<file path="src/inc/lli_pkg.sv">
// Notes on behaviour
// - device supplies the interface clock; all signals launch and sample on rising edge
// - legacy interface protocol is active only while bus mode select is low
// - lanes used: two lowest for S100, four for S200, all eight for S400
// - when device drives data, unused lanes are held low at S100 and S200
// - when link drives data, device ignores lanes unused at current speed
// - device normally drives control and data; link drives only after grant
// - device control codes: 00 idle, 01 status, 10 receive, 11 grant
// - every request stream starts with a 1 and ends with a 0
// - request bits sent first-to-last from bit 0; bits 1 to 3 give type
// - stream lengths: bus 7 or 8, read 9, write 17, acceleration 6
// - immediate request takes the bus on idle without arbitration
// - isochronous request arbitrates on idle without waiting for subaction gap
// - priority and fair requests arbitrate after subaction gap; only fair obeys fairness
// - read returns register by status, write stores it, acceleration enables or disables, 111 reserved
// - bus request bits 4 to 6 give speed; stop bit optional when bit 6 is 0
// - speed codes: 000 S100, 010 S200, 100 S400, others invalid
// - link power status low resets the interface and stops its clock
// - link-on output sends wake-up and flags interrupt when power off or link bit 0
// - status transfer starts autonomously or to answer a register read
// - receive starts per incoming packet; transmit starts by grant after winning
// - register requests: bits 4 to 7 address, write data in 8 to 15, stop 16
// - acceleration request bit 4 enables when 1, disables when 0; bit 5 stop
// - invalid speed request arbitrates normally; link data ignored, null packet sent
// - further bus requests ignored while one is pending; bus reset clears pending
package lli_pkg;
  localparam int IFACE_CLK_KHZ = 49152;
  localparam logic [1:0] CTL_IDLE = 2'h0;
  localparam logic [1:0] CTL_STATUS = 2'h1;
  localparam logic [1:0] CTL_RECEIVE = 2'h2;
  localparam logic [1:0] CTL_GRANT = 2'h3;
  localparam logic [1:0] CTL_HOLD = 2'h1;
  localparam logic [1:0] CTL_TRANSMIT = 2'h2;
  localparam logic [2:0] RQ_IMM = 3'h0;
  localparam logic [2:0] RQ_ISO = 3'h1;
  localparam logic [2:0] RQ_PRI = 3'h2;
  localparam logic [2:0] RQ_FAIR = 3'h3;
  localparam logic [2:0] RQ_RD = 3'h4;
  localparam logic [2:0] RQ_WR = 3'h5;
  localparam logic [2:0] RQ_ACCEL = 3'h6;
  localparam logic [2:0] RQ_RSV = 3'h7;
  localparam logic [2:0] SPD_S100 = 3'h0;
  localparam logic [2:0] SPD_S200 = 3'h2;
  localparam logic [2:0] SPD_S400 = 3'h4;
  localparam logic [7:0] MASK_S100 = 8'h03;
  localparam logic [7:0] MASK_S200 = 8'h0F;
  localparam logic [7:0] MASK_S400 = 8'hFF;
  localparam logic [4:0] LEN_BUS_SHORT = 5'h07;
  localparam logic [4:0] LEN_BUS_LONG = 5'h08;
  localparam logic [4:0] LEN_RD = 5'h09;
  localparam logic [4:0] LEN_WR = 5'h11;
  localparam logic [4:0] LEN_ACCEL = 5'h06;
  localparam logic [4:0] LEN_TYPE_KNOWN = 5'h04;
  localparam int POS_START = 0;
  localparam int POS_TYPE = 1;
  localparam int POS_SPEED = 4;
  localparam int POS_SPEED_LAST = 6;
  localparam int POS_ADDR = 4;
  localparam int POS_DATA = 8;
  localparam int POS_ACCEL = 4;
  localparam int W_FIELD3 = 3;
  localparam int W_ADDR = 4;
  localparam int W_DATA = 8;
  localparam logic START_BIT = 1'b1;
  localparam logic STOP_BIT = 1'b0;
  localparam logic [3:0] STAT_BEATS = 4'h8;
  localparam logic [3:0] STAT_PAD = 4'h0;
  typedef struct packed {
    logic valid;
    logic [2:0] kind;
    logic [2:0] speed;
  } lli_busreq_t;
  typedef struct packed {
    logic valid;
    logic null_pkt;
    logic [7:0] data;
  } lli_tx_t;
endpackage

</file>
<file path="src/verilog/lli_phy_link_if.sv">
`timescale 1ns/1ps
module lli_phy_link_if (
  input wire logic ref_clk,
  input wire logic rst_n,
  input wire logic bus_mode_select,
  input wire logic link_power_status,
  input wire logic link_active_bit,
  input wire logic wake_pulse,
  input wire logic irq_pending,
  input wire logic link_request_line,
  input wire logic [1:0] ctl_i,
  output logic [1:0] ctl_o,
  output logic ctl_oe,
  input wire logic [7:0] data_i,
  output logic [7:0] data_o,
  output logic data_oe,
  output logic link_on_wake_output,
  output logic iface_clk_run,
  input wire logic bus_reset,
  input wire logic bus_idle_detected,
  input wire logic subaction_gap_detected,
  input wire logic arb_won,
  input wire logic arb_lost,
  input wire logic rx_active,
  input wire logic [7:0] rx_data,
  input wire logic [2:0] rx_speed,
  input wire logic stat_auto_req,
  input wire logic [15:0] stat_auto_word,
  input wire logic [7:0] reg_rd_data,
  output lli_pkg::lli_busreq_t pend_req,
  output logic take_bus_now,
  output logic arbitrate_now,
  output logic fair_protocol,
  output logic reg_wr_valid,
  output logic [3:0] reg_addr,
  output logic [7:0] reg_wr_data,
  output logic reg_rd_pending,
  output logic accel_enable,
  output logic stat_done,
  output lli_pkg::lli_tx_t tx_out,
  output logic tx_done
);
  typedef enum logic [4:0] {
    S_IDLE = 5'b00001,
    S_STATUS = 5'b00010,
    S_RECV = 5'b00100,
    S_GRANT = 5'b01000,
    S_LINK = 5'b10000
  } lli_state_t;

  function automatic logic [7:0] lane_mask(input logic [2:0] spd);
    case (spd)
      lli_pkg::SPD_S100: lane_mask = lli_pkg::MASK_S100;
      lli_pkg::SPD_S200: lane_mask = lli_pkg::MASK_S200;
      lli_pkg::SPD_S400: lane_mask = lli_pkg::MASK_S400;
      default: lane_mask = lli_pkg::MASK_S100;
    endcase
  endfunction

  function automatic logic speed_ok(input logic [2:0] spd);
    speed_ok = (spd == lli_pkg::SPD_S100) || (spd == lli_pkg::SPD_S200)
      || (spd == lli_pkg::SPD_S400);
  endfunction

  function automatic logic [7:0] msb_field(input logic [16:0] b, input int pos, input int w);
    logic [7:0] r;
    r = 8'h00;
    for (int i = 0; i < w; i++) begin
      r = {r[6:0], b[pos + i]};
    end
    msb_field = r;
  endfunction

  function automatic logic [4:0] req_len(input logic [16:0] b);
    logic [2:0] t;
    t = 3'(msb_field(b, lli_pkg::POS_TYPE, lli_pkg::W_FIELD3));
    case (t)
      lli_pkg::RQ_RD: req_len = lli_pkg::LEN_RD;
      lli_pkg::RQ_WR: req_len = lli_pkg::LEN_WR;
      lli_pkg::RQ_ACCEL: req_len = lli_pkg::LEN_ACCEL;
      default: req_len = b[lli_pkg::POS_SPEED_LAST] ? lli_pkg::LEN_BUS_LONG
        : lli_pkg::LEN_BUS_SHORT;
    endcase
  endfunction

  lli_state_t state_ff;
  logic if_off;
  logic col_ff;
  logic [4:0] cnt_ff;
  logic [16:0] bits_ff;
  logic [16:0] bits_cur;
  logic done_ff;
  logic [2:0] dec_kind;
  logic [2:0] dec_speed;
  logic [3:0] dec_addr;
  logic [7:0] dec_data;
  lli_pkg::lli_busreq_t pend_ff;
  logic rd_pend_ff;
  logic [3:0] rd_addr_ff;
  logic [15:0] stat_sr_ff;
  logic [3:0] beat_ff;
  logic stat_rd_ff;
  logic stat_done_ff;
  logic [7:0] out_mask_ff;
  logic [2:0] tx_spd_ff;
  logic grant_now;
  logic recv_now;
  logic rd_go;

  // power status low or non-legacy mode holds the interface in reset
  assign if_off = !rst_n || !link_power_status || bus_mode_select;

  always_comb begin
    bits_cur = bits_ff;
    bits_cur[cnt_ff] = link_request_line;
  end

  assign dec_kind = 3'(msb_field(bits_ff, lli_pkg::POS_TYPE, lli_pkg::W_FIELD3));
  assign dec_speed = 3'(msb_field(bits_ff, lli_pkg::POS_SPEED, lli_pkg::W_FIELD3));
  assign dec_addr = 4'(msb_field(bits_ff, lli_pkg::POS_ADDR, lli_pkg::W_ADDR));
  assign dec_data = msb_field(bits_ff, lli_pkg::POS_DATA, lli_pkg::W_DATA);

  // serial request deserialiser; a bad stop bit drops the whole stream
  always_ff @(posedge ref_clk) begin
    if (if_off) begin
      col_ff <= 1'b0;
      cnt_ff <= 5'h00;
      bits_ff <= 17'h00000;
      done_ff <= 1'b0;
    end else begin
      done_ff <= 1'b0;
      if (!col_ff) begin
        if (link_request_line == lli_pkg::START_BIT) begin
          col_ff <= 1'b1;
          bits_ff <= 17'h00000;
          bits_ff[lli_pkg::POS_START] <= lli_pkg::START_BIT;
          cnt_ff <= 5'h01;
        end
      end else begin
        bits_ff <= bits_cur;
        cnt_ff <= cnt_ff + 5'h01;
        if (cnt_ff >= lli_pkg::LEN_TYPE_KNOWN && dec_kind == lli_pkg::RQ_RSV) begin
          col_ff <= 1'b0;
        end else if (cnt_ff >= lli_pkg::LEN_TYPE_KNOWN
            && cnt_ff == req_len(bits_cur) - 5'h01) begin
          col_ff <= 1'b0;
          done_ff <= (req_len(bits_cur) == lli_pkg::LEN_BUS_SHORT)
            || (link_request_line == lli_pkg::STOP_BIT);
        end
      end
    end
  end

  assign grant_now = (state_ff == S_IDLE) && !rx_active && arb_won && pend_ff.valid;
  assign recv_now = (state_ff == S_IDLE || state_ff == S_STATUS) && rx_active;
  // an answered read still looks pending for one cycle; do not send it twice
  assign rd_go = rd_pend_ff && !stat_done_ff;

  // pending bus request; one at a time, dropped on bus reset
  always_ff @(posedge ref_clk) begin
    if (if_off || bus_reset) begin
      pend_ff <= '0;
    end else if (grant_now) begin
      pend_ff.valid <= 1'b0;
    end else if (arb_lost && pend_ff.kind != lli_pkg::RQ_ISO) begin
      pend_ff.valid <= 1'b0;
    end else if (recv_now && (pend_ff.kind == lli_pkg::RQ_PRI
        || pend_ff.kind == lli_pkg::RQ_FAIR)) begin
      pend_ff.valid <= 1'b0;
    end else if (done_ff && !dec_kind[2] && !pend_ff.valid) begin
      pend_ff <= '{valid: 1'b1, kind: dec_kind, speed: dec_speed};
    end
  end

  assign pend_req = pend_ff;
  assign take_bus_now = pend_ff.valid && pend_ff.kind == lli_pkg::RQ_IMM
    && bus_idle_detected;
  assign arbitrate_now = pend_ff.valid && ((pend_ff.kind == lli_pkg::RQ_ISO && bus_idle_detected)
    || ((pend_ff.kind == lli_pkg::RQ_PRI || pend_ff.kind == lli_pkg::RQ_FAIR)
    && subaction_gap_detected));
  assign fair_protocol = pend_ff.valid && pend_ff.kind == lli_pkg::RQ_FAIR;

  // register write strobe and read bookkeeping; bus reset keeps a read pending
  always_ff @(posedge ref_clk) begin
    if (if_off) begin
      reg_wr_valid <= 1'b0;
      reg_addr <= 4'h0;
      reg_wr_data <= 8'h00;
    end else begin
      reg_wr_valid <= done_ff && dec_kind == lli_pkg::RQ_WR;
      if (done_ff && dec_kind == lli_pkg::RQ_WR) begin
        reg_addr <= dec_addr;
        reg_wr_data <= dec_data;
      end else if (done_ff && dec_kind == lli_pkg::RQ_RD && !rd_pend_ff) begin
        // address out early so the read data is settled when status starts
        reg_addr <= dec_addr;
      end else if (rd_pend_ff) begin
        reg_addr <= rd_addr_ff;
      end
    end
  end

  always_ff @(posedge ref_clk) begin
    if (if_off) begin
      rd_pend_ff <= 1'b0;
      rd_addr_ff <= 4'h0;
    end else if (done_ff && dec_kind == lli_pkg::RQ_RD && !rd_pend_ff) begin
      rd_pend_ff <= 1'b1;
      rd_addr_ff <= dec_addr;
    end else if (stat_done_ff && stat_rd_ff) begin
      rd_pend_ff <= 1'b0;
    end
  end

  assign reg_rd_pending = rd_pend_ff;
  assign stat_done = stat_done_ff;

  // acceleration comes back on after reset and with every isochronous request
  always_ff @(posedge ref_clk) begin
    if (if_off || bus_reset) begin
      accel_enable <= 1'b1;
    end else if (done_ff && dec_kind == lli_pkg::RQ_ACCEL) begin
      accel_enable <= bits_ff[lli_pkg::POS_ACCEL];
    end else if (done_ff && dec_kind == lli_pkg::RQ_ISO) begin
      accel_enable <= 1'b1;
    end
  end

  // interface ownership and control bus encoding
  always_ff @(posedge ref_clk) begin
    if (if_off) begin
      state_ff <= S_IDLE;
      ctl_o <= lli_pkg::CTL_IDLE;
      ctl_oe <= 1'b0;
      data_o <= 8'h00;
      data_oe <= 1'b0;
      out_mask_ff <= lli_pkg::MASK_S100;
      stat_sr_ff <= 16'h0000;
      beat_ff <= 4'h0;
      stat_rd_ff <= 1'b0;
      stat_done_ff <= 1'b0;
      tx_spd_ff <= lli_pkg::SPD_S100;
    end else begin
      stat_done_ff <= 1'b0;
      case (state_ff)
        S_IDLE, S_STATUS: begin
          ctl_oe <= 1'b1;
          data_oe <= 1'b1;
          if (recv_now) begin
            // a read-answer status cut short by a packet is resent from the start later; an autonomous one only if stat_auto_req comes again
            state_ff <= S_RECV;
            ctl_o <= lli_pkg::CTL_RECEIVE;
            data_o <= rx_data & lane_mask(rx_speed);
            out_mask_ff <= lane_mask(rx_speed);
          end else if (grant_now) begin
            state_ff <= S_GRANT;
            ctl_o <= lli_pkg::CTL_GRANT;
            data_o <= 8'h00;
            tx_spd_ff <= pend_ff.speed;
          end else if (state_ff == S_IDLE && (rd_go || stat_auto_req)) begin
            state_ff <= S_STATUS;
            ctl_o <= lli_pkg::CTL_STATUS;
            stat_rd_ff <= rd_go;
            stat_sr_ff <= {stat_auto_word[13:0], 2'h0};
            data_o <= {6'h00, stat_auto_word[15:14]};
            if (rd_go) begin
              stat_sr_ff <= {rd_addr_ff[1:0], reg_rd_data, lli_pkg::STAT_PAD, 2'h0};
              data_o <= {6'h00, rd_addr_ff[3:2]};
            end
            out_mask_ff <= lli_pkg::MASK_S100;
            beat_ff <= 4'h1;
          end else if (state_ff == S_STATUS && beat_ff != lli_pkg::STAT_BEATS) begin
            data_o <= {6'h00, stat_sr_ff[15:14]};
            stat_sr_ff <= stat_sr_ff << 2;
            beat_ff <= beat_ff + 4'h1;
          end else begin
            stat_done_ff <= state_ff == S_STATUS;
            state_ff <= S_IDLE;
            ctl_o <= lli_pkg::CTL_IDLE;
            data_o <= 8'h00;
          end
        end
        S_RECV: begin
          if (rx_active) begin
            data_o <= rx_data & lane_mask(rx_speed);
            out_mask_ff <= lane_mask(rx_speed);
          end else begin
            state_ff <= S_IDLE;
            ctl_o <= lli_pkg::CTL_IDLE;
            data_o <= 8'h00;
          end
        end
        S_GRANT: begin
          state_ff <= S_LINK;
          ctl_oe <= 1'b0;
          data_oe <= 1'b0;
        end
        S_LINK: begin
          if (ctl_i == lli_pkg::CTL_IDLE) begin
            state_ff <= S_IDLE;
            ctl_o <= lli_pkg::CTL_IDLE;
            ctl_oe <= 1'b1;
            data_o <= 8'h00;
            data_oe <= 1'b1;
          end
        end
        default: begin
          state_ff <= S_IDLE;
          ctl_o <= lli_pkg::CTL_IDLE;
        end
      endcase
    end
  end

  // link-driven transmit data; lanes above the speed are dropped
  always_ff @(posedge ref_clk) begin
    if (if_off) begin
      tx_out <= '0;
      tx_done <= 1'b0;
    end else begin
      tx_done <= state_ff == S_LINK && ctl_i == lli_pkg::CTL_IDLE;
      tx_out.valid <= state_ff == S_LINK && ctl_i == lli_pkg::CTL_TRANSMIT;
      tx_out.null_pkt <= !speed_ok(tx_spd_ff);
      tx_out.data <= speed_ok(tx_spd_ff) ? (data_i & lane_mask(tx_spd_ff)) : 8'h00;
    end
  end

  // wake and interrupt share one pin; registered to keep it glitch free
  always_ff @(posedge ref_clk) begin
    if (!rst_n) begin
      link_on_wake_output <= 1'b0;
      iface_clk_run <= 1'b0;
    end else begin
      link_on_wake_output <= wake_pulse
        || (irq_pending && (!link_power_status || !link_active_bit));
      iface_clk_run <= link_power_status && !bus_mode_select;
    end
  end
endmodule

</file>
<file path="config.mk">
export PLATFORM = sky130hd
export DESIGN_NAME = lli_phy_link_if
export DESIGN_NICKNAME = d
export VERILOG_FILES = /design/src/inc/lli_pkg.sv /design/src/verilog/lli_phy_link_if.sv
export SDC_FILE = /design/constraint.sdc
export NUM_CORES = 1
export LEC_CHECK = 0
export ABC_AREA = 1
export BUFFER_PORTS_ARGS = -buffer_cell sky130_fd_sc_hd__buf_4
export CAP_MARGIN = 20
export CORE_MARGIN = 4
export CORE_UTILIZATION = 45
export CTS_BUF_LIST = sky130_fd_sc_hd__clkbuf_8
export DETAILED_ROUTE_END_ITERATION = 8
export GPL_ROUTABILITY_DRIVEN = 0
export PLACE_DENSITY_LB_ADDON = 0.1
export RECOVER_POWER = 50
export SYNTH_ARGS = -nofsm -noshare
export SYNTH_HDL_FRONTEND = slang
export SYNTH_SLANG_ARGS = --single-unit
</file>
<file path="constraint.sdc">
create_clock -name ref_clk -period 1.77 [get_ports ref_clk]
set_input_delay 0.0885 -clock ref_clk [delete_from_list [all_inputs] [get_ports ref_clk]]
set_output_delay 0.0885 -clock ref_clk [all_outputs]
set_load 0.01 [all_outputs]
</file>
# == Word level (Yosys, flattened, before mapping) ==
# Cells that the tools add are included.
# classes
n_mux,65
n_reduce_logical,75
n_addsub,3
eq_ne,28
n_lt_le_gt_ge,3
bitwise,13
# ops
operator,count
$mux 8,12
$mux 5,15
$mux 16,3
$mux 17,2
$pmux 8 s2,2
$logic_and 1x1->1,30
$eq 3x3->1 const B,9
$and 8x8->8,3
$mux 4,6
$pmux 8 s3,1
$pmux 5 s4,1
$bwmux 17,1
$mux 2,8
$reduce_and 4->1,4
$pmux 5 s3,1
$eq 3x2->1 const B,4
$logic_or 1x1->1,12
$eq 5x3->1 const B,2
$logic_not 1->1,10
$mux 1,10
$not 1->1,10
$reduce_bool 3->1,3
$pmux 2 s4,1
$reduce_bool 2->1,4
26 further kinds,33
# word_totals
reg_bits,104
out_inout_bits,51

# == Longest topological paths before layout ==
# Gate-level depths: netlist of run 1.
# logic_depth
word_depth,19
ltp_mapped,14

# == Worst setup path before layout of run 1 ==
# No wires, ideal clock.
# synth_path
kind,reg-to-reg
from,register cnt_ff[1]
to,register col_ff
path_buffers,0
required_time_ns,1.638
setup_slack_ns,0.184
stages_incl_launch_ff,15
setup_time_ns,0.132
t_arrival_ns,1.454
synth_period_minus_slack_ns,1.586
path_cell_list,dfxtp_1 -> inv_1 -> ha_1 -> nand3_1 -> nand2_1 -> nand2_2 -> nand2_1 -> nand2_1 -> nand2_1 -> nand2_1 -> nand2_1 -> nor2_1 -> nand2_1 -> nand2_1 -> a21oi_1
# synth_via
elab_chain_cells,16
# synth_rtl
item,line_no,rtl
"start, declared",lli_phy_link_if.sv:89,logic [4:0] cnt_ff;
"start signal, assigned",lli_phy_link_if.sv:141,cnt_ff <= cnt_ff + 5'h01;
$lt 5x6->1 (implied by the code) / $ge 5x1->1 (equally long branches),lli_phy_link_if.sv:115,bits_cur[cnt_ff] = link_request_line;
$logic_and 1x1->1 (implied by the code),lli_phy_link_if.sv:115,
$mux 1 (implied by the code),lli_phy_link_if.sv:115,
$demux 1 s5,lli_phy_link_if.sv:115,
$bwmux 17,lli_phy_link_if.sv:115,
$eq 3x3->1 / $mux 4 (equally long branches),"lli_phy_link_if.sv:77, lli_phy_link_if.sv:81",
$pmux 5 s3,lli_phy_link_if.sv:77,case (t)
$mux 5,lli_phy_link_if.sv:142,if (cnt_ff >= lli_pkg::LEN_TYPE_KNOWN && dec_kind == lli_pkg::RQ_RSV) begin
$mux 5,lli_phy_link_if.sv:132,if (!col_ff) begin
$mux 5,lli_phy_link_if.sv:125,if (if_off) begin
$sub 5x1->5,lli_phy_link_if.sv:145,&& cnt_ff == req_len(bits_cur) - 5'h01) begin
$eq 5x5->1,lli_phy_link_if.sv:145,
$logic_and 1x1->1,lli_phy_link_if.sv:145,
$mux 1,lli_phy_link_if.sv:144,end else if (cnt_ff >= lli_pkg::LEN_TYPE_KNOWN
$mux 1 *,lli_phy_link_if.sv:142,
$mux 1 *,lli_phy_link_if.sv:132,
"end signal, assigned",lli_phy_link_if.sv:134,col_ff <= 1'b1;
"end signal, assigned",lli_phy_link_if.sv:143,col_ff <= 1'b0;
"end signal, assigned",lli_phy_link_if.sv:146,col_ff <= 1'b0;
"end, declared",lli_phy_link_if.sv:88,logic col_ff;
# Every way passes the cells marked *; elsewhere a longest branch is shown, timed or not. The select of a mux whose other input is x is not followed.
# A chain may end at the register's enable or synchronous reset.

# == Worst setup path in the final report of run 1 ==
# Same ends and word-level chain as after synthesis.

==> results of run 1 <==
## worst paths after layout
kind	endpoint	depth (start not counted)	slack, ns	from
worst max register to register	col_ff	13	0.11	cnt_ff[1]
worst max-delay path	col_ff	13	0.11	cnt_ff[1]
worst min-delay path	ctl_o[0]	4	0.05	rx_active
worst min register to register	stat_sr_ff[4]	2	0.45	stat_sr_ff[4]
## report_power, final
| part | internal [mW] | leakage [nW] | switching (mW) | total [mW] |
|---|---|---|---|---|
| Combinational | 0.201 | 1.41 | 0.216 | 0.418 |
| Clock | 0.516 | 0.0832 | 0.802 | 1.32 |
| Sequential | 2.26 | 0.810 | 0.0107 | 2.27 |
## cells in the mapped netlist (all sizes together)
library cell  instances  area, um2
xnor2                 1       8.76
nor2                 84        365
inv                  74        278
a32oi                 2       17.5
o21a                  1       7.51
o211ai                1       7.51
nand4                14        109
xor2                  1       8.76
a311oi                1       8.76
nand3                29        173
clkbuf               10       37.5
dfxtp               100       2000
a211oi                9       67.6
nor4                  5       31.3
nor3b                 5       37.5
a22oi                 1       7.51
o21ai                70        350
ha                    6       75.1
a21oi                54        282
a31oi                 7       43.8
clkinv                1       3.75
nand3b                2       15.0
buf                  13       92.6
mux2                  8       90.1
o22ai                 3       18.8
nand2                92        355
nor3                 12       81.3
nor4b                 1       8.76
or2                   4       25.0
## cell usage in the layout, fill, tap and decap left out, types with 8 or more instances in the layout
cell	n
sky130_fd_sc_hd__clkbuf_1	49
sky130_fd_sc_hd__nand2_1	85
sky130_fd_sc_hd__buf_4	81
sky130_fd_sc_hd__clkbuf_8	9
sky130_fd_sc_hd__dlygate4sd3_1	22
sky130_fd_sc_hd__inv_2	11
sky130_fd_sc_hd__nor2_1	72
sky130_fd_sc_hd__inv_1	64
sky130_fd_sc_hd__dfxtp_1	94
sky130_fd_sc_hd__a21oi_1	52
sky130_fd_sc_hd__nor3_1	9
sky130_fd_sc_hd__mux2_2	8
sky130_fd_sc_hd__o21ai_0	49
sky130_fd_sc_hd__nand3_1	25
sky130_fd_sc_hd__a211oi_1	9
sky130_fd_sc_hd__nand4_1	12
sky130_fd_sc_hd__o21ai_1	20
## kinds of logic after synthesis
family	after synthesis	share of synthesized area
flip-flops	100	0.434
AND/OR/NAND/NOR	248	0.261
XOR/XNOR	2	0.00380
adder cells (fa/ha/maj)	6	0.0163
AO/OA/AOI/OAI	149	0.176
buffers and inverters	98	0.0893
multiplexers	8	0.0196
## flip-flops by register name (all words and copies together) (netlist names), 2 cells and up
name and cells:
beat_ff 4, rd_addr_ff 4, tx_spd_ff 3, pend_req 7
reg_addr 4, tx_out 10, stat_sr_ff 14, state_ff 5
ctl_o 2, cnt_ff 5, reg_wr_data 8, data_o 8
bits_ff 15
## worst min-delay path, cell delays in order
cell	delay [ns]
sky130_fd_sc_hd__buf_4	0.11
sky130_fd_sc_hd__nor2_4	0.05
sky130_fd_sc_hd__nand2_1	0.06
sky130_fd_sc_hd__a21oi_1	0.05
## layer usage
layer  track usage  vias up
met5             0        -
met4        0.0712        0
met3        0.0361       19
met2         0.368      121
met1         0.245     2096
li1              -     2324
## layout make-up
type | instances | area, um2
clock inverter | 7 | 52.6
tap | 133 | 166
inverter | 75 | 282
multi-input combinational | 413 | 2280
sequential | 100 | 2010
timing repair buffer | 156 | 1080
clock buffer | 9 | 124
fill | 948 | 3870
## repair_timing
| item | CTS | global route |
|---|---|---|
| endpoints found under the hold margin | 20 | 0 |
| buffers inserted | 0 | 3 |
| hold buffers | 23 | 0 |
| setup endpoints to repair | 0 | 17 |
| gates resized for setup | 0 | 30 |
==> run summary, run 1 <==
The flow ran to the end, and the final reports show no timing, DRC or antenna violations. The number of nets handed over by synthesis was 677. Setup violations remaining at the end of the flow were counted as 0. The number of H-tree branching levels came out at 3. The antenna violation net count after detailed routing came out at 0. The end-of-flow core utilization came out at 0.608. The number of standard-cell rows in the floorplan is 36. The clock insertion delay at the later pin of the skew report is 0.36 ns. Setup repair after global routing could not meet its margin everywhere. The fraction of layout instances using a drive strength above 1 is 0.216. The pre-CTS worst setup slack came out at 0.0204 ns. The required time reported for the critical path endpoint is 2.01 ns. The data arrival at the endpoint of the critical path is 1.90 ns.

The clock drives 100 sinks. Among cell families on the critical path, the largest total delay comes from simple AND/OR/NAND/NOR gates. The length of routed met2 wiring came out at 6050 um.

The number of storage elements in the synthesis netlist came out at 100. The total non-filler cell area in the finished layout came out at 0.00599 mm2. The via count normalized by instance count came out at 5.11. Summed over all nets, wire length on met3 after detailed routing comes to 642 um. The worst slew margin relative to its limit came out at 0.675. The leakage dissipation came out at 2.30 nW. The final standard cell count with taps included and fillers excluded came out at 893. Summing internal, switching and leakage power gives 4.01 mW. Across the run, the number of max-cap violations was 0. The areal power density over the cells is 669 mW/mm2.

The total wire length after detailed routing came out at 12200 um. The largest net degree at the start of global routing came out at 45. The final antenna diode count is 0.

The area of the mapped netlist is 0.00461 mm2. The root buffer cell chosen for the clock tree is sky130_fd_sc_hd__clkbuf_8. Together, buffers and inverters on the worst path number 1.

For this run, the register share of the synthesized area comes to 0.434. After the first detailed-routing iteration, the DRC count stood at 201. The number of top-level design ports came out at 111. The least setup slack across all paths after layout came out at 0.109 ns.

The first global-routing pass estimated 19600 um of wire. The measured slew at the worst slew-check pin is 0.485 ns. The first TritonRoute pass finished after 4 iterations. Traced cell by cell, the critical path runs through inv_1 -> ha_4 -> nand4_2 -> nand2_4 -> nand2_1 -> nand2_1 -> nand2_1 -> nand2_1 -> nand2_1 -> nor2_1 -> nand2_1 -> nand2_1 -> a21oi_1.

The remaining routing DRC violations came out at 0. The uppermost signal routing layer after detailed routing is met4. The die footprint is 0.0119 mm2. The area of the core is 0.00986 mm2.

Of all nets on the critical path, the largest fanout is 7. The die boundary width is 109 um. TritonCTS created 9 clock buffers. Dividing the detail-routed wire length by the instance count gives 13.7 um. Detailed placement finished with a half-perimeter wire length of 8580 um. The setup clock skew after layout is 0.00814 ns. The highest cell delay on the worst timing path came out at 0.38 ns. In this run the cell area measured after placement is ~0.0057 mm2. TritonCTS built the clock tree. On the critical path, the stage with the largest delay is an instance of sky130_fd_sc_hd__dfxtp_4.

Dividing the synthesized area by the synthesized cell count gives roughly 7.5 um2. The shortest clock period the worst path allows after layout came out at 1.66 ns. The post-route clock period utilization is 0.939.

The critical path in this run is classified as reg -> reg. The nature of the critical path startpoint is a flop. The number of max-slew violations in the final report came out at 0.

The layout net count came out at 821. Among the stages of the critical path, the cell type that occurs most often is sky130_fd_sc_hd__nand2_1. The post-route worst hold slack came out at 0.0489 ns. The clock slew seen by the registers of the worst setup and hold paths came out at 0.09 ns.

Yosys mapped the design onto 44 distinct sky130hd cell types. The count of vias placed by the detailed router came out at 4560. The path class of the tightest hold or removal check is in -> reg.

For this configuration, the core starts out at a cell density of 0.467. The die is 109 um tall. In the final timing run, aggregate negative setup slack is 0 ns. The total track usage came out at 0.205. The number of hold-slack violations in the final timing report is 0. The number of global-route vias before repair is 4368. The worst setup path is captured at a flop. The highest clock frequency the design can meet came out at about 600 MHz.

After detailed routing, the wire length on met1 is 5320 um. The number of placed instances with taps included came out at 852. VDD sags by at most 0.524 mV.

The warning count from the yosys run came out at 0. Global routing finished with a remaining overflow of 0. Synthesis produced a netlist whose cell count is 611. The layout overhead on the synthesized area came out at 30.1%. In this run the tool buffered the top-level ports with 110 buffer cells. The clock passes through at most 2 buffers. The number of antenna violations at the first check in global routing came out at 0.
No activity file was read; power rests on OpenSTA's default activity.
==> run 2: changes to the inputs <==
Settings changed: ABC_AREA 1 to default.
==> run summary, run 2 <==
The count of vias placed by the detailed router came out at 4996 (+9.6%). The number of max-slew violations in the final report came out at 0 (unchanged). The leakage dissipation is 2.73 nW (+19%). The setup clock skew after layout came out at 0.00883 ns (+0.000695 ns). In this run the most critical hold path is launched from rx_speed[0]. The number of global-route vias before repair came out at 4973 (+14%). In this run the critical register-to-register path is launched from state_ff[4]. The count of max-cap constraint violations is 0 (unchanged). The highest clock frequency the design can meet is 474 MHz (-21%). The starting DRC count in detailed routing is 293 (+46%). The sequential share of the synthesized area came out at 0.431 (-0.00339).

By area the synthesized netlist is led by sky130_fd_sc_hd__dfxtp_1, sky130_fd_sc_hd__nand2_1, sky130_fd_sc_hd__a21oi_1, sky130_fd_sc_hd__nor2_1, sky130_fd_sc_hd__mux2i_1. The TritonCTS clock tree is built. The post-synthesis share of cell area spent on and, or, nand and nor gates came out at 0.261 (+0.000388). The internal power summed over all cells came out at 3.12 mW (+4.8%).

The via count normalized by instance count came out at 5.59 (+9.4%). The largest registers in the layout are bits_ff x15, stat_sr_ff x14, tx_out x10. The HPWL after detailed placement is 9670 um (+13%). The number of standard cells after synthesis came out at 556 (-9.0%). Counting flops per register, the top entry is bits_ff. The highest cell delay on the worst timing path came out at 0.56 ns (+0.18 ns). The remaining routing DRC violations came out at 0 (unchanged). The number of antenna violations at the first check in global routing came to 0 (unchanged). The buffer levels on the longest clock path came out at 2 (unchanged). The worst setup path is launched from a flop. The post-route clock period utilization is 1.19 (+0.253). The worst hold path belongs to the class in -> reg.

The final antenna diode count is 0 (unchanged). The area share of fa/ha/maj cells after synthesis came to 0.0162 (-0.000127). The flip-flop count of the largest register, all copies and words added is 15 (unchanged).

The antenna violation net count after detailed routing came out at 0 (unchanged). The first-pass iteration count of the detailed router is 5 (+1). The layout net count is 822 (+0.12%). The clock network power share came to 0.318 (-0.011).

The number of distinct library cell variants in the gate-level netlist after synthesis came out at 54 (+23%). The warning count from the yosys run came to 0 (unchanged). The initial standard-cell utilization of the core came out at 0.469 (+0.00154).

The number of hold-slack violations in the final timing report is 0 (unchanged). The biggest area contributor in the post-synthesis netlist is sky130_fd_sc_hd__dfxtp_1. The synthesized net count is 622 (-8.1%). The total track usage is 0.247 (+0.0420). The die boundary width is 110 um (+0.36%). The die footprint came out at 0.0120 mm2 (+0.73%). The signal on the critical path passes through or4_4 -> a211oi_4 -> buf_6 -> clkbuf_16 -> nor2_2 -> a311o_1 -> a21oi_1.

The library cell with the highest instance count after synthesis is sky130_fd_sc_hd__dfxtp_1. The area of the mapped netlist came out at 0.00464 mm2 (+0.79%). The total clock buffers created by CTS was 9 (unchanged). The clock insertion delay at the later pin of the skew report is 0.38 ns (+0.02 ns).

The largest net degree at the start of global routing came out at 47 (+4.4%). The fraction of layout instances using a drive strength above 1 is 0.359 (+0.143). The library cells used most frequently in the layout, excluding fill and tap cells, are sky130_fd_sc_hd__buf_4, sky130_fd_sc_hd__dfxtp_1, sky130_fd_sc_hd__nand2_1.

The shortest clock period the worst path allows after layout is 2.11 ns (+0.448 ns). The measured slew at the worst slew-check pin is 0.730 ns (+0.245 ns). The areal power density over the cells is 602 mW/mm2 (-9.9%).

The multiplexer area fraction after synthesis is 0.0401 (+0.0206). Setup repair after global routing could not meet its margin everywhere. The worst hold path terminates at data_o[3]. The checks that failed: setup timing.

The critical path is of the reg -> reg type. The fraction of power spent switching nets is 0.265 (+0.00860). The total net switching power is 1.13 mW (+9.6%). The detail-routed net length per standard cell came out at 17.1 um (+25%). The library cell used most frequently in the layout, excluding fill and tap cells, is sky130_fd_sc_hd__buf_4.

The maximum vdd ir drop came to 0.412 mV (-21%). The pre-CTS worst setup slack came out at -0.240 ns (-0.261 ns). The data arrival at the endpoint of the critical path is 2.41 ns (+0.51 ns). The required time reported for the critical path endpoint was 2.07 ns (+0.06 ns). Among all stages on the critical path, the largest delay is contributed by sky130_fd_sc_hd__or4_4. The first-pass GRT wire length came out at 23500 um (+20%).

The average footprint of a synthesized cell is 8.35 um2 (+11%). The xor and xnor area share after synthesis came to 0.0113 (+0.00751). The port buffer count is 110 (unchanged).

The filler cell count in the final layout is 793 (-16%). The number of standard-cell rows in the floorplan came out at 36 (unchanged). The area of the core is 0.00991 mm2 (+0.46%). The number of H-tree branching levels is 3 (unchanged).

CTS placed an instance of sky130_fd_sc_hd__clkbuf_8 at the clock tree root. The area fraction of the dominant cell type after synthesis is 0.431 (-0.00339). The number of storage elements in the synthesis netlist came out at 100 (unchanged).

The total wire length after detailed routing came out at 15300 um (+25%). The sort of element at the end of the critical path is a flop. The relative contribution of sequential cells to total power came to 0.535 (-0.032).

The least setup slack across all paths after layout is -0.339 ns (-0.448 ns). The share of flip-flops with an asynchronous set or reset after synthesis came out at 0 (unchanged). The clock slew seen by the registers of the worst setup and hold paths came to 0.10 ns (about the same). The compound-gate portion of the synthesized area is 0.196 (+0.0199). The peak fanout along the critical path came out at 5 (-2). The residual overflow from global routing is 0 (unchanged).

The overall power came out at 4.25 mW (+6.1%). The endpoint identified for the worst register-to-register timing path is stat_sr_ff[9]. The minimum setup slack among reg-to-reg paths came to -0.34 ns (-0.45 ns). The combinational share of power is 0.148 (+0.044). From synthesis to final layout, the design area changed by 51.9%.

The total clock sinks came out at 100 (unchanged). The worst slew margin relative to its limit came out at 0.512 (-0.163). The number of top-level design ports came out at 111 (unchanged). The number of cells on the worst hold path is 4 (unchanged). By area, the combinational part of the netlist is dominated by simple AND/OR/NAND/NOR gates.

The total of endpoints with negative setup slack in the final report is 39 (+39). Counting instances in the post-synthesis netlist gives the leading cell types as sky130_fd_sc_hd__dfxtp_1, sky130_fd_sc_hd__nand2_1, sky130_fd_sc_hd__nor2_1. The number of enable-type register cells in the synthesized netlist is 0 (unchanged). In the synthesized netlist the dominant register cell turns out to be sky130_fd_sc_hd__dfxtp_1. The die span in y came out at 110 um (+0.36%).

The run finished, with violations left. The worst-case reg-to-reg path depth is 7 (-6).
==> run 2: cell count changes after synthesis, sizes merged, moves of 12 or more <==
cell / before / now
and3: 0 / 12
nor2: 84 / 64
nand3: 29 / 13
o21ai: 70 / 18
nand2: 92 / 75
clkbuf: 10 / 22
inv: 74 / 14
mux2i: 0 / 13
==> run 2: how the worst max path moves through the flow <==
stage | startpoint | to | slack (ns) | cells after the start
2_1_floorplan | state_ff[1] | stat_sr_ff[13] | -0.15 | 7
3_3_place_gp | state_ff[4] | stat_sr_ff[12] | -0.16 | 6
3_5_place_dp | state_ff[2] | stat_sr_ff[15] | -0.24 | 6
4_1_cts | cnt_ff[1] | done_ff | -0.25 | 8
5_1_grt | state_ff[4] | stat_sr_ff[9] | -0.41 | 7
6_report | state_ff[4] | stat_sr_ff[9] | -0.34 | 7
==> run 2: per-stage QoR <==
stage	cell area [um2]	instances	TNS (ns)	hold slack [ns]	utilization
CTS	6930	876	-3.28	0.0649	0.699
floorplan	4870	556	-2.57	0.160	-
global placement	6070	818	-3.06	0.269	0.613
detailed placement	6070	818	-4.52	0.280	0.613
finish	7060	894	-5.99	0.0773	0.712
global route	7060	894	-8.41	0.0853	0.712
==> run 2: cells by family after synthesis <==
| family | Yosys count |
|---|---|
| and+or+nand+nor | 242 |
| AOI/OAI and AO/OA | 136 |
| DFF | 100 |
| buffers and inverters | 48 |
| muxes | 18 |
| xor gates and xnor gates | 6 |
| adders and majority gates | 6 |
==> run 2: power by group through the flow <==
stage | sequential, mW | clock, mW | combinational, mW
6_report | 2.27 | 1.35 | 0.628
5_1_grt | 2.28 | 1.47 | 0.671
4_1_cts | 2.27 | 1.38 | 0.548
2_1_floorplan | 2.32 | 0 | 0.213
3_3_place_gp | 2.32 | 0 | 0.406
3_5_place_dp | 2.33 | 0 | 0.415
==> run 2: layout make-up <==
type	instances	area, um2	share of cell area
clock buffers	9	124	0.0176
clock inverters	7	50.0	0.00709
repair buffers	219	1660	0.235
flip-flops and latches	100	2020	0.286
multi-input cells	412	2980	0.423
well taps	133	166	0.0236
inverters	14	57.6	0.00816
==> run 2: routing by layer <==
metal / track usage / vias up / part of all wire
met5: 0 / - / 0
met4: 0.0944 / 0 / 0.030
met3: 0.0646 / 44 / 0.043
met2: 0.440 / 139 / 0.53
met1: 0.281 / 2429 / 0.40
li1: - / 2384 / -
==> run 2: critical path, delay by kind of cell, from the launching register on <==
| family | cells | cell delay (ns) |
|---|---|---|
| buffers and inverters | 2 | 0.36 |
| DFF | 1 | 0.35 |
| AOI/OAI and AO/OA | 3 | 0.73 |
| and+or+nand+nor | 2 | 0.59 |
==> run 2: what timing repair did <==
action                                  in CTS  in global routing
endpoints found under the hold margin       21                  0
setup buffers                               16                 16
endpoints found under the setup margin      36                 45
resized for setup                           60                 41
gates cloned                                 5                  2
pin swaps                                   30                 26
hold buffers                                22                  0
==> run 3: changes to the inputs <==
Clock period 1.77 ns to 2.65 ns, I/O delays scaled along.
==> run summary, run 3 (same netlist as run 2, synthesis figures left out) <==
The setup clock skew after layout is 0.00410 ns (-0.00473 ns). The clock slew seen by the registers of the worst setup and hold paths came out at 0.09 ns (about the same). Setup repair after global routing left no endpoint under its margin.

The buffer count from post-CTS setup fixing is 0 (-16). The number of max-slew violations in the final report is 0 (unchanged). The via count normalized by instance count is 5.42 (-2.9%). The buffer levels on the longest clock path came out at 2 (unchanged). The die footprint came out at 0.0120 mm2 (unchanged).

The worst-case reg-to-reg path depth is 8 (+1). The port buffer count came out at 110 (unchanged). The total negative slack is 0 ns (+5.99 ns).

The area of the core is 0.00991 mm2 (unchanged). The HPWL after detailed placement is 8710 um (-10%). The maximum vdd ir drop came out at 0.351 mV (-15%).

The number of top-level design ports came out at 111 (unchanged). The initial standard-cell utilization of the core was 0.469 (unchanged). The data arrival at the endpoint of the critical path came out at 2.71 ns (+0.30 ns). The detail-routed net length per standard cell came out at 14.8 um (-13%).

The layout net count came out at 734 (-11%). The number of standard-cell rows in the floorplan came out at 36 (unchanged). The layout overhead on the synthesized area is 23.5%. The library cell used most frequently in the layout, excluding fill and tap cells, is sky130_fd_sc_hd__dfxtp_1. The starting DRC count in detailed routing came out at 156 (-47%). The number of global-route vias before repair is 4257 (-14%). The flip-flop count of the largest register, all copies and words added is 15 (unchanged).

The largest net degree at the start of global routing came out at 53 (+13%). The overall power came out at 2.83 mW (-33%). The worst slew margin relative to its limit is 0.276 (-0.235). The total wire length after detailed routing is 12000 um (-22%). The number of H-tree branching levels came to 3 (unchanged).

The measured slew at the worst slew-check pin came out at 1.09 ns (+0.356 ns). The setup path with the least slack is of type reg -> reg. The number of hold-slack violations in the final timing report is 0 (unchanged). The total of endpoints with negative setup slack in the final report is 0 (-100%).

In the layout the commonest cells are sky130_fd_sc_hd__dfxtp_1, sky130_fd_sc_hd__nand2_1, sky130_fd_sc_hd__buf_4. The areal power density over the cells came out at 493 mW/mm2 (-18%). The highest clock frequency the design can meet came out at 417 MHz (-12%). The flow ran to the end, and the final reports show no timing, DRC or antenna violations. The number of antenna violations at the first check in global routing came out at 0 (unchanged). The die boundary width came out at 110 um (unchanged). The number of cells on the worst hold path came to 3 (-1). Clock tree synthesis selected as its root buffer the cell sky130_fd_sc_hd__clkbuf_8.

TritonCTS built the clock tree. STA classifies the critical path endpoint as a flop. The total non-filler cell area in the finished layout came out at 0.00574 mm2 (-19%).

The residual overflow from global routing is 0 (unchanged). The peak fanout along the critical path was 8 (+3). The clock insertion delay at the later pin of the skew report is 0.36 ns (-0.02 ns). The total clock buffers created by CTS is 9 (unchanged). The total clock sinks is 100 (unchanged). The first-pass GRT wire length came to 19800 um (-16%).

The post-route clock period utilization came out at 0.904 (-0.287). The antenna violation net count after detailed routing came out at 0 (unchanged). The die span in y is 110 um (unchanged). The required time reported for the critical path endpoint came out at 2.97 ns (+0.90 ns). The tightest min-delay check is of the in -> reg type. The shortest clock period the worst path allows after layout is 2.40 ns (+0.288 ns). The nature of the critical path startpoint is a flop. The largest registers in the layout are bits_ff x15, stat_sr_ff x14, tx_out x10. The total track usage is 0.205 (-0.0417). The first-pass iteration count of the detailed router is 4 (-1).

The count of vias placed by the detailed router is 4372 (-12%). The register with the most flip-flops in the final layout is bits_ff. The leakage dissipation came to 2.17 nW (-21%). The fraction of layout instances using a drive strength above 1 came out at 0.159 (-0.200).

The count of max-cap constraint violations is 0 (unchanged). The instance area at placement came out at 0.00556 mm2 (-8.5%). The remaining routing DRC violations is 0 (unchanged).

The final antenna diode count came to 0 (unchanged). The filler cell count in the final layout is 960 (+21%).
run 3: changes by cell type in the layout (fill, tap and decap cells not counted), moves of 8 or more:
cell,change
sky130_fd_sc_hd__buf_4,-59
sky130_fd_sc_hd__a22oi_2,-12
sky130_fd_sc_hd__nor2_1,+10
sky130_fd_sc_hd__a21oi_2,-10
sky130_fd_sc_hd__a22oi_1,+12
sky130_fd_sc_hd__buf_6,-16
sky130_fd_sc_hd__nor2_2,-9
sky130_fd_sc_hd__a21oi_1,+11
sky130_fd_sc_hd__dfxtp_1,+8
run 3: final timing paths:
check | slack, ns | from | to
worst max register to register | 0.25 | cnt_ff[0] | col_ff
worst min register to register | 0.46 | bits_ff[11] | reg_wr_data[4]
worst max-delay path | 0.25 | cnt_ff[0] | col_ff
worst min-delay path | 0.009 | rx_data[3] | data_o[3]
run 3: power by group:
part	internal, mW	leakage, nW	switching, mW
Clock	0.528	0.109	0.530
Combinational	0.126	1.25	0.122
Sequential	1.51	0.807	0.0101
run 3: timing repair:
action                                  4_1_cts  5_1_grt
gates resized for setup                       0        2
hold endpoints to repair                     14        0
hold buffers                                 15        0
endpoints found under the setup margin        0        3
run 3: metrics by stage:
step / util / cells / hold WS, ns / setup slack, ns
final: 0.579 / 806 / 0.00877 / 0.253
after global routing: 0.579 / 806 / 0.00745 / 0.0673
after CTS: 0.598 / 806 / 0.00212 / 0.205
after detailed placement: 0.561 / 775 / 0.318 / 0.230
after global placement: 0.561 / 775 / 0.314 / 0.353
after floorplan: - / 556 / 0.204 / 0.383
run 3: layer usage:
layer  GRT usage  vias to the layer above  part of all wire
met5           0                        -                 0
met4      0.0908                        0             0.026
met3      0.0399                       30             0.040
met2       0.351                       86              0.51
met1       0.250                     2060              0.42
li1            -                     2196                 -
run 3: layout make-up:
| cell class | count | area (um2) | share of cell area |
|---|---|---|---|
| multi-input cells | 408 | 2450 | 0.427 |
| flip-flops and latches | 100 | 2000 | 0.349 |
| repair buffers | 135 | 853 | 0.149 |
| well taps | 133 | 166 | 0.0290 |
| clock buffers | 9 | 124 | 0.0216 |
| clock inverters | 7 | 91.3 | 0.0159 |
| inverters | 14 | 52.6 | 0.00916 |
run 3: worst max-delay path: stages (launching register included):
cell	delay, ns
sky130_fd_sc_hd__dfxtp_1	0.40
sky130_fd_sc_hd__inv_1	0.11
sky130_fd_sc_hd__ha_1	0.30
sky130_fd_sc_hd__nor4b_2	0.25
sky130_fd_sc_hd__mux2_2	0.41
sky130_fd_sc_hd__nor2_1	0.20
sky130_fd_sc_hd__mux2_2	0.37
sky130_fd_sc_hd__o211ai_1	0.14
sky130_fd_sc_hd__o31a_1	0.16
